**src/core/e1ais_defines.vh**
```
// constants of the e1 ais alarm detector
// Notes on behaviour
// - detect ais when two frames hold under three zeros; framed skips slot 0
// - per 4 ms interval, thirteen of sixteen detections make a valid flag
// - each valid interval counts up; alarm declared at 25
// - each interval without flag counts down; alarm removed at zero
// - slot 16 detection: two all-ones slot 16 bytes while cas alignment lost
// - each valid slot 16 flag counts up; alarm declared at 22
// - no valid slot 16 flag counts down; alarm removed at zero
// - select field: 00 off, 01 unframed, 10 slot 16, 11 framed
// - change interrupt needs its own enable and the block enable
// - block enable zero suppresses every alarm status interrupt
// - declaring ais sets the read-only state bit
// - any state change sets a sticky change bit
// - reset-upon-read clears on read, else software writes to clear
// - change bit sits at bit 1 of the alarm status register
// - alarm present bit sits at bit 6 of the alarm status register
`ifndef E1AIS_DEFINES_VH
`define E1AIS_DEFINES_VH

// =====================================================
// register offsets
`define E1AIS_OFS_BLK_IEN    8'h01
`define E1AIS_OFS_STATUS     8'h02
`define E1AIS_OFS_ALM_IEN    8'h03
`define E1AIS_OFS_GEN_CTRL   8'h08
`define E1AIS_OFS_CLR_CTRL   8'h09

// =====================================================
// field positions
`define E1AIS_BIT_BLK_ALM    1
`define E1AIS_BIT_CHG        1
`define E1AIS_BIT_STATE      6
`define E1AIS_BIT_ALM_IEN    1
`define E1AIS_BIT_RUR        0

// =====================================================
// reset values
`define E1AIS_RST_REG        8'h00

// =====================================================
// detection select codes
`define E1AIS_SEL_OFF        2'h0
`define E1AIS_SEL_UNFRAMED   2'h1
`define E1AIS_SEL_TS16       2'h2
`define E1AIS_SEL_FRAMED     2'h3

// =====================================================
// frame layout and thresholds
`define E1AIS_LAST_SLOT      5'h1f
`define E1AIS_SLOT_FAS       5'h00
`define E1AIS_SLOT_SIG       5'h10
`define E1AIS_ZERO_LIMIT     4'h3
`define E1AIS_DET_NEEDED     5'h0d
`define E1AIS_DET_MAX        5'h10
`define E1AIS_AIS_DECLARE    5'h19
`define E1AIS_TS16_DECLARE   5'h16

// =====================================================
// timing
`define E1AIS_INTERVAL_US    4000
`define E1AIS_CLK_MHZ        100
`define E1AIS_INTERVAL_CYC   (`E1AIS_INTERVAL_US * `E1AIS_CLK_MHZ)

`endif

```
**src/core/e1ais_flag_counter.v**
```verilog
// up/down flag counter declaring and removing one alarm
`include "e1ais_defines.vh"

module e1ais_flag_counter #(
  parameter [4:0] THRESHOLD = `E1AIS_AIS_DECLARE
) (
  input  wire clock,
  input  wire sys_rst,
  input  wire tick,
  input  wire flagValid,
  output reg  alarm_q
);

  reg [4:0] cnt_q;
  reg [4:0] cnt_d;
  reg       alarm_d;

  // count toward threshold or back toward zero once per interval
  always @* begin
    cnt_d = cnt_q;
    if (tick) begin
      if (flagValid && cnt_q < THRESHOLD)
        cnt_d = cnt_q + 5'h01;
      else if (!flagValid && cnt_q != 5'h00)
        cnt_d = cnt_q - 5'h01;
    end
  end

  // declare at threshold, remove at zero, else hold
  always @* begin
    alarm_d = alarm_q;
    if (cnt_d == THRESHOLD)
      alarm_d = 1'b1;
    else if (cnt_d == 5'h00)
      alarm_d = 1'b0;
  end

  // state flops
  always @(posedge clock) begin
    if (sys_rst) begin
      cnt_q   <= 5'h00;
      alarm_q <= 1'b0;
    end else begin
      cnt_q   <= cnt_d;
      alarm_q <= alarm_d;
    end
  end

endmodule

```
**src/core/e1ais_detector.v**
```verilog
// receive ais and slot 16 ais alarm detector with register file
`include "e1ais_defines.vh"

module e1ais_detector #(
  parameter INTERVAL_CYCLES = `E1AIS_INTERVAL_CYC
) (
  input  wire       clock,
  input  wire       sys_rst,
  input  wire [7:0] regAddr,
  input  wire [7:0] regWrData,
  input  wire       regWrEn,
  input  wire       regRdEn,
  output reg  [7:0] regRdData_q,
  input  wire       rxByteValid,
  input  wire [7:0] rxByte,
  input  wire [4:0] rxSlot,
  input  wire       casMfLost,
  output reg        irq_q,
  output reg        aisState_q
);

  // full-width last count, cut to the divider width on purpose
  localparam [31:0] INTERVAL_FULL = INTERVAL_CYCLES - 1;
  localparam [18:0] INTERVAL_LAST = INTERVAL_FULL[18:0];

  // =====================================================
  // helpers

  // zeros in one byte, four bits wide
  function [3:0] zeroCount;
    input [7:0] b;
    integer     i;
    begin
      zeroCount = 4'h0;
      for (i = 0; i < 8; i = i + 1)
        zeroCount = zeroCount + {3'h0, ~b[i]};
    end
  endfunction

  // saturating five-bit detection count
  function [4:0] satInc;
    input [4:0] v;
    input       en;
    begin
      satInc = (en && v < `E1AIS_DET_MAX) ? v + 5'h01 : v;
    end
  endfunction

  // =====================================================
  // registers

  reg  [7:0]  blkIen_q;
  reg  [7:0]  almIen_q;
  reg  [7:0]  genCtrl_q;
  reg  [7:0]  clrCtrl_q;
  reg         chgFlag_q;
  reg         chgFlag_d;

  wire [1:0]  detSel    = genCtrl_q[1:0];
  wire        rurMode   = clrCtrl_q[`E1AIS_BIT_RUR];
  wire        statusRd  = regRdEn && regAddr == `E1AIS_OFS_STATUS;
  wire        statusWr  = regWrEn && regAddr == `E1AIS_OFS_STATUS;

  // =====================================================
  // frame pair zero counting

  reg  [3:0]  pairZeros_q;
  reg         pairSecond_q;
  reg  [4:0]  aisDetCnt_q;
  reg  [3:0]  byteZeros;
  reg  [3:0]  sumZeros;
  wire        aisMode   = detSel == `E1AIS_SEL_UNFRAMED ||
                          detSel == `E1AIS_SEL_FRAMED;
  wire        skipByte  = detSel == `E1AIS_SEL_FRAMED &&
                          rxSlot == `E1AIS_SLOT_FAS;
  wire        frameEnd  = rxByteValid && rxSlot == `E1AIS_LAST_SLOT;
  wire        aisDet    = frameEnd && pairSecond_q && aisMode &&
                          sumZeros < `E1AIS_ZERO_LIMIT;

  // zeros of this byte added, saturating at fifteen
  always @* begin
    byteZeros = skipByte ? 4'h0 : zeroCount(rxByte);
    sumZeros  = pairZeros_q;
    if (rxByteValid)
      sumZeros = ({1'b0, pairZeros_q} + {1'b0, byteZeros} > 5'h0f) ?
                 4'hf : pairZeros_q + byteZeros;
  end

  // accumulate over two frames, restart after the pair
  always @(posedge clock) begin
    if (sys_rst) begin
      pairZeros_q  <= 4'h0;
      pairSecond_q <= 1'b0;
    end else if (rxByteValid) begin
      if (frameEnd && pairSecond_q)
        pairZeros_q <= 4'h0;
      else
        pairZeros_q <= sumZeros;
      if (frameEnd)
        pairSecond_q <= ~pairSecond_q;
    end
  end

  // =====================================================
  // slot 16 all-ones detection

  reg         prevSigOnes_q;
  reg  [4:0]  ts16DetCnt_q;
  wire        sigByte   = rxByteValid && rxSlot == `E1AIS_SLOT_SIG;
  wire        sigOnes   = rxByte == 8'hff;
  wire        ts16Det   = sigByte && sigOnes && prevSigOnes_q &&
                          casMfLost &&
                          detSel == `E1AIS_SEL_TS16;

  // remember whether the last slot 16 byte was all ones
  always @(posedge clock) begin
    if (sys_rst)
      prevSigOnes_q <= 1'b0;
    else if (sigByte)
      prevSigOnes_q <= sigOnes;
  end

  // =====================================================
  // interval timer and detection integration

  reg  [18:0] intervalCnt_q;
  reg         tick_q;
  wire        intervalEnd = intervalCnt_q == INTERVAL_LAST;
  wire        aisFlag  = aisDetCnt_q >= `E1AIS_DET_NEEDED;
  wire        ts16Flag = ts16DetCnt_q >= `E1AIS_DET_NEEDED;
  reg         aisFlag_q;
  reg         ts16Flag_q;

  // free running interval divider, one-cycle tick at its end
  always @(posedge clock) begin
    if (sys_rst) begin
      intervalCnt_q <= 19'h00000;
      tick_q        <= 1'b0;
    end else begin
      intervalCnt_q <= intervalEnd ? 19'h00000 :
                       intervalCnt_q + 19'h00001;
      tick_q        <= intervalEnd;
    end
  end

  // count detections per interval, latch flags at its end
  always @(posedge clock) begin
    if (sys_rst) begin
      aisDetCnt_q  <= 5'h00;
      ts16DetCnt_q <= 5'h00;
      aisFlag_q    <= 1'b0;
      ts16Flag_q   <= 1'b0;
    end else if (intervalEnd) begin
      aisDetCnt_q  <= 5'h00;
      ts16DetCnt_q <= 5'h00;
      aisFlag_q    <= aisFlag;
      ts16Flag_q   <= ts16Flag;
    end else begin
      aisDetCnt_q  <= satInc(aisDetCnt_q, aisDet);
      ts16DetCnt_q <= satInc(ts16DetCnt_q, ts16Det);
    end
  end

  // =====================================================
  // flag counters

  wire        aisAlarm;
  wire        ts16Alarm;

  // ais flag counter, declared at 25
  e1ais_flag_counter #(
    .THRESHOLD (`E1AIS_AIS_DECLARE)
  ) u_ais_cnt (
    .clock     (clock),
    .sys_rst   (sys_rst),
    .tick      (tick_q),
    .flagValid (aisFlag_q),
    .alarm_q   (aisAlarm)
  );

  // slot 16 flag counter, declared at 22
  e1ais_flag_counter #(
    .THRESHOLD (`E1AIS_TS16_DECLARE)
  ) u_ts16_cnt (
    .clock     (clock),
    .sys_rst   (sys_rst),
    .tick      (tick_q),
    .flagValid (ts16Flag_q),
    .alarm_q   (ts16Alarm)
  );

  // =====================================================
  // state, change flag and interrupt

  wire        alarmNow  = aisAlarm | ts16Alarm;
  wire        stateChg  = alarmNow != aisState_q;
  wire        rdClear   = statusRd && rurMode;
  wire        wrClear   = statusWr && !rurMode &&
                          regWrData[`E1AIS_BIT_CHG];

  // sticky change flag, a new change wins over a clear
  always @* begin
    chgFlag_d = chgFlag_q;
    if (rdClear || wrClear)
      chgFlag_d = 1'b0;
    if (stateChg)
      chgFlag_d = 1'b1;
  end

  // state bit, change flag and gated interrupt
  always @(posedge clock) begin
    if (sys_rst) begin
      aisState_q <= 1'b0;
      chgFlag_q  <= 1'b0;
      irq_q      <= 1'b0;
    end else begin
      aisState_q <= alarmNow;
      chgFlag_q  <= chgFlag_d;
      irq_q      <= chgFlag_d &&
                    almIen_q[`E1AIS_BIT_ALM_IEN] &&
                    blkIen_q[`E1AIS_BIT_BLK_ALM];
    end
  end

  // =====================================================
  // register writes

  // writable control registers
  always @(posedge clock) begin
    if (sys_rst) begin
      blkIen_q  <= `E1AIS_RST_REG;
      almIen_q  <= `E1AIS_RST_REG;
      genCtrl_q <= `E1AIS_RST_REG;
      clrCtrl_q <= `E1AIS_RST_REG;
    end else if (regWrEn) begin
      case (regAddr)
        `E1AIS_OFS_BLK_IEN:  blkIen_q  <= regWrData;
        `E1AIS_OFS_ALM_IEN:  almIen_q  <= regWrData;
        `E1AIS_OFS_GEN_CTRL: genCtrl_q <= regWrData;
        `E1AIS_OFS_CLR_CTRL: clrCtrl_q <= regWrData;
        default: ;
      endcase
    end
  end

  // =====================================================
  // register reads

  reg  [7:0]  statusWord;

  // status layout: change at bit 1, state at bit 6
  always @* begin
    statusWord = 8'h00;
    statusWord[`E1AIS_BIT_CHG]   = chgFlag_q;
    statusWord[`E1AIS_BIT_STATE] = aisState_q;
  end

  // read data one cycle after the strobe, zero otherwise
  always @(posedge clock) begin
    if (sys_rst)
      regRdData_q <= 8'h00;
    else if (regRdEn) begin
      case (regAddr)
        `E1AIS_OFS_BLK_IEN:  regRdData_q <= blkIen_q;
        `E1AIS_OFS_STATUS:   regRdData_q <= statusWord;
        `E1AIS_OFS_ALM_IEN:  regRdData_q <= almIen_q;
        `E1AIS_OFS_GEN_CTRL: regRdData_q <= genCtrl_q;
        `E1AIS_OFS_CLR_CTRL: regRdData_q <= clrCtrl_q;
        default:             regRdData_q <= 8'h00;
      endcase
    end else
      regRdData_q <= 8'h00;
  end

endmodule

```
**config.mk**
```make
export PLATFORM = sky130hd
export DESIGN_NAME = e1ais_detector
export DESIGN_NICKNAME = d
export VERILOG_FILES = /design/src/core/e1ais_flag_counter.v /design/src/core/e1ais_detector.v
export VERILOG_INCLUDE_DIRS = /design/src /design/src/core
export SDC_FILE = /design/constraint.sdc
export NUM_CORES = 1
export LEC_CHECK = 0
export BUFFER_PORTS_ARGS = -buffer_cell sky130_fd_sc_hd__buf_2
export CORE_ASPECT_RATIO = 0.9
export CORE_MARGIN = 8
export CORE_UTILIZATION = 40
export CTS_CLUSTER_DIAMETER = 100
export DETAILED_ROUTE_END_ITERATION = 6
export GPL_ROUTABILITY_DRIVEN = 0
export PLACE_DENSITY = 0.65
export SLEW_MARGIN = 10
export SYNTH_ARGS = -nofsm -noshare
export SYNTH_HDL_FRONTEND = slang
export SYNTH_SLANG_ARGS = --single-unit
```
**constraint.sdc**
```tcl
create_clock -name clock -period 9.7 [get_ports clock]
set_input_delay 0.97 -clock clock [delete_from_list [all_inputs] [get_ports clock]]
set_output_delay 0.97 -clock clock [all_outputs]
set_load 0.01 [all_outputs]
```
# Word-level counts from Yosys, hierarchy flattened
# Index checks and enable logic that the tools add are counted.
# classes
n_addsub,16
n_mul,0
n_div,0
n_lt_le_gt_ge,8
n_eq_ne,15
shift,0
muxes,17
bitwise,11
reduce_logical,42
# ops
cell,n
8-bit one-hot mux with 5 select lines,1
5-bit 2-to-1 mux,6
1-bit logical AND,23
"5-bit by 1-bit adder with 5-bit output, second input constant",4
"5-bit == test, second input constant",4
"5-bit < comparator, second input constant",4
"19-bit by 1-bit adder with 19-bit output, second input constant",1
"19-bit == test, second input constant",1
4-bit by 1-bit adder with 4-bit output,4
"8-bit by 2-bit == test with 1-bit output, second input constant",2
"8-bit by 4-bit == test with 1-bit output, second input constant",2
4-bit 2-to-1 mux,4
5-bit logical NOT,3
"5-bit by 4-bit greater-or-equal comparator with 1-bit output, second input constant",2
1-bit NOT,10
2-bit AND reduction,5
5-bit nonzero test,2
"5-bit by 1-bit subtractor with 5-bit output, second input constant",2
"8-bit by 1-bit == test with 1-bit output, second input constant",1
"8-bit == test, second input constant",1
1-bit 2-to-1 mux,6
4-bit by 4-bit adder with 5-bit output,1
"5-bit by 4-bit > comparator with 1-bit output, second input constant",1
3-bit by 1-bit adder with 4-bit output,1
12 further kinds,18
# totals
regBits,93
latchBits,0
ramBits,0
mem_bits_ro,0
input_bits,35
output_inout_bits,10
elab_cells,130
mem_count,0

# Depth between registers and ports, before layout
# logic_depth
ltp_word,16
depth_mapped,15
ltp_nobuf,15

# Modules after synthesis
# From an unflattened synthesis, not the netlist that was laid out.
# hier_totals
cells_unflattened,537
area_unflattened_um2,4762.1
# modules_own_cells
module,n_inst,cells_per_inst,area_per_inst_um2,seq_area_each_um2
e1ais_detector,1,433,3887.5,1621.6
e1ais_flag_counter at u_ts16_cnt,1,53,461.7,120.1
e1ais_flag_counter at u_ais_cnt,1,51,412.9,120.1

# Least setup slack after synthesis
# Ideal clock, no wire load.
# synth_path
path_kind,in2reg
start,input rxByte[0]
end,register aisDetCnt_q[3]
setup_time_ns,0.070
arrival_time_ns,5.087
required_time_ns,9.630
slack_ns,4.542
stages,13
n_path_buf,0
path_cell_list,inv_1 > fa_1 > fa_1 > fa_1 > ha_1 > fa_1 > nand2b_1 > fa_1 > nor2b_1 > or4_4 > a2111o_1 > or3_1 > a21oi_1
# synth_via
elab_chain_len,16
elab_cells_between_ends,17
cone_classes,9 x add/sub; 2 x order compare; 3 x mux; 1 x bitwise; 2 x reduce/logical
# synth_lines
element,line,text
"start, declared",e1ais_detector.v:15,"input wire [7:0] rxByte,"
1-bit NOT *,e1ais_detector.v:36,"zeroCount = zeroCount + {3'h0, ~b[i]};"
1-bit by 1-bit adder with 2-bit output *,e1ais_detector.v:36,
2-bit by 1-bit adder with 3-bit output *,e1ais_detector.v:36,
3-bit by 1-bit adder with 4-bit output *,e1ais_detector.v:36,
4-bit by 1-bit adder with 4-bit output * (4 in a row),e1ais_detector.v:36,
4-bit 2-to-1 mux *,e1ais_detector.v:82,byteZeros = skipByte ? 4'h0 : zeroCount(rxByte);
4-bit by 4-bit adder with 5-bit output,e1ais_detector.v:85,"sumZeros = ({1'b0, pairZeros_q} + {1'b0, byteZeros} > 5'h0f) ?"
5-bit by 4-bit > comparator with 1-bit output,e1ais_detector.v:85,
4-bit 2-to-1 mux *,e1ais_detector.v:85,
4-bit 2-to-1 mux *,e1ais_detector.v:84,if (rxByteValid)
4-bit by 2-bit < comparator with 1-bit output (no line) *,--,
1-bit logical AND (no line) * (2 in a row),--,
"end signal, assigned",e1ais_detector.v:159,"aisDetCnt_q <= satInc(aisDetCnt_q, aisDet);"
"end, declared",e1ais_detector.v:69,reg [4:0] aisDetCnt_q;
# Mark *: on every way between the ends. The rest lies on a longest branch, timed or not.
# A chain may end at the register's enable or synchronous reset.

# Final worst setup path
# Ends and elaborated chain as after synthesis.

==> metrics <==
Avg WL per Cell=13.5 µm; most used flip-flop cell after synthesis=dfxtp_1; Clk pin slew, worst setup/hold paths=approximately 70 ps; status=completed; worst skew pair latency=340 ps; DR vias/cell=5.30; crit end category=flip-flop; HPWL after DPL=6930 µm; largest net degree at the start of global routing=60; Congestion Overflow GR=0; Ports=45; Port Buffers=44; commonest non-fill, non-tap cell in the layout=dfxtp_1; Yosys top cell by area=dfxtp_1; Final Hold Vio Count=0; net switching power=0.220 mW; share of layout cells above drive strength 1=13.8%; die width=between 100 and 150 µm; Final nets=641; vias post-DR=about 4000; clock share of power=44.8%; CTS Buf Count=9; H-tree Lvls=3; crit start category=input pin; syn_nets=612; Crit path arrival time=approximately 5400 ps; hold buffers post-CTS=0; synth unique cells=62; Starting Density=~41%; Reg power frac=43.0%; Worst Hold Class=reg2reg; DRT iter0 DRCs=427; final core occ=~47%; CP Max Fanout=4; Synth top area share=40.2%; Final Worst Setup Slack=4590 ps; Fill cells=approximately 1100; Combinational Power Share=12.2%; antenna cells=0; Routed WL=10100 µm; Post-synth EDFFs=0; Die H=118 µm; first-pass GRT wire length=between 15000 and 20000 µm; die area=~0.015 mm²; initial antenna violation count=0; clock sink count=93; core area=0.0113 mm²; fin crit share=52.7%; Seq/Total Area, Yosys=40.2%; switch share=24.0%; DR DRC count=0; RSZ-0062 raised after global routing=no; Sum Neg Setup Slack=0 ps; sequential cell area=0.00186 mm²; multi-input logic area=0.00256 mm²; Synth area leaders=dfxtp_1, a21oi_1, nand2_1, nand3_1, ha_1; Int Pwr=0.696 mW; Synth Register Bits=93; vias in the first global route=about 3800; gr usage total=13.6%; cell row count=37; async set or reset register ratio after synthesis=0%; P per Cell Area=172 mW/mm²; Slew @ Worst Pin=732 ps; Setup Buffers After CTS=0; clk_skew=8.16 ps; slew margin rel.=51.2%; Syn Inst Count=~560; leakage=1.91 nW; Area growth syn-to-layout=14.8%; TritonRoute pass-1 iters=5; Final Max Slew Viols=0; Synth warnings=0; Clock Root Buffer=clkbuf_16; Avg Synthesized Cell Area=between 8 and 9 µm²; fmax=roughly 0.20 GHz; CTS tree=yes; most frequent cells in the layout=dfxtp_1, nand2_1, nor2_1; Peak VDD IR=0.117 mV; Final min period=5110 ps; worst path required time=between 9000 and 10000 ps; Max Cap Violations=0; Setup-failing EPs final=0; Final ANT Viol Nets=0; critical path class=in2reg; Place WS=4230 ps; Synth Cell Area=around 0.0046 mm²; Clock Tree Buf Depth=2; Post-CTS Resized=0
[power by group through the flow]
| stage | Combinational [mW] | Sequential (mW) | Clock [mW] |
|---|---|---|---|
| finish | 0.112 | 0.394 | 0.410 |
| global route | 0.128 | 0.394 | 0.439 |
| CTS | 0.112 | 0.393 | 0.420 |
| detailed placement | 0.111 | 0.402 | 0 |
| global placement | 0.108 | 0.402 | 0 |
| floorplan | 0.0854 | 0.401 | 0 |
[worst max-delay path, stage by stage]
cell      delay, ps
buf_2            90
inv_1            50
fa_1            550
fa_1            430
fa_1            460
ha_1            240
fa_1            550
nand2b_1         90
fa_1            540
nor2b_1          60
or4_4           500
a2111o_1        400
or3_1           320
a21oi_1         150
[state kept, by name, indices dropped and copies added, names as in the netlist, 4 cells and up]
name / flops
aisDetCnt_q: 5
almIen_q: 8
blkIen_q: 8
clrCtrl_q: 8
genCtrl_q: 8
intervalCnt_q: 19
pairZeros_q: 4
regRdData_q: 8
ts16DetCnt_q: 5
u_ais_cnt.cnt_q: 5
u_ts16_cnt.cnt_q: 5
[worst paths after layout]
kind	from	endpoint	slack, ps	cells after the start
worst max-delay path	rxByte[0]	aisDetCnt_q[3]	4590	14
worst min-delay path	almIen_q[6]	almIen_q[6]	450	2
worst max register to register	genCtrl_q[0]	aisDetCnt_q[3]	6760	11
worst min register to register	almIen_q[6]	almIen_q[6]	450	2
[cell usage after synthesis (5+ instances only)]
cell type	count
nor3_1	11
a21oi_1	54
fa_1	5
nand4_1	8
clkbuf_1	27
a222oi_1	8
ha_1	17
a211oi_1	5
nand2_1	72
nand3_1	44
dfxtp_1	93
xnor2_1	17
o21ai_0	8
nor2b_1	10
nor2_1	56
nand2b_1	7
inv_1	25
xor2_1	12
[cell families (layout without fill, tap and decap cells)]
| kind of cell | after synthesis | count (layout) | synth area share, % |
|---|---|---|---|
| simple gates | 247 | 247 | 27.0 |
| compound gates | 105 | 105 | 14.9 |
| flops | 93 | 93 | 40.2 |
| buf+inv | 54 | 88 | 4.40 |
| xor+xnor | 29 | 29 | 5.48 |
| fa+ha+maj | 22 | 22 | 6.75 |
| mux | 5 | 5 | 1.19 |
[area by class of cell]
class / instances / area share [%]
Clock buffer: 10 / 4.50
Sequential cell: 93 / 35.0
Clock inverter: 6 / 2.19
Multi-Input combinational cell: 408 / 48.3
Inverter: 25 / 1.77
Timing Repair Buffer: 47 / 4.57
Tap cell: 156 / 3.67
[per-stage QoR]
step / hold slack, ps / cell area (µm²) / instances / total power [mW]
5_1_grt: 476 / 5310 / 745 / 0.961
3_3_place_gp: 441 / 4960 / 729 / 0.510
4_1_cts: 452 / 5310 / 745 / 0.925
2_1_floorplan: 424 / 4630 / 555 / 0.486
3_5_place_dp: 443 / 4960 / 729 / 0.513
6_report: 452 / 5310 / 745 / 0.916
[routing by layer]
metal | part of all wire, % | vias to the layer above | track usage [%]
li1 | - | 2002 | -
met1 | 47 | 1861 | 17.2
met2 | 47 | 75 | 21.8
met3 | 4.8 | 8 | 3.71
met4 | 1.2 | 0 | 4.13
met5 | 0 | - | 0
Power figures use the tool's default switching activity.
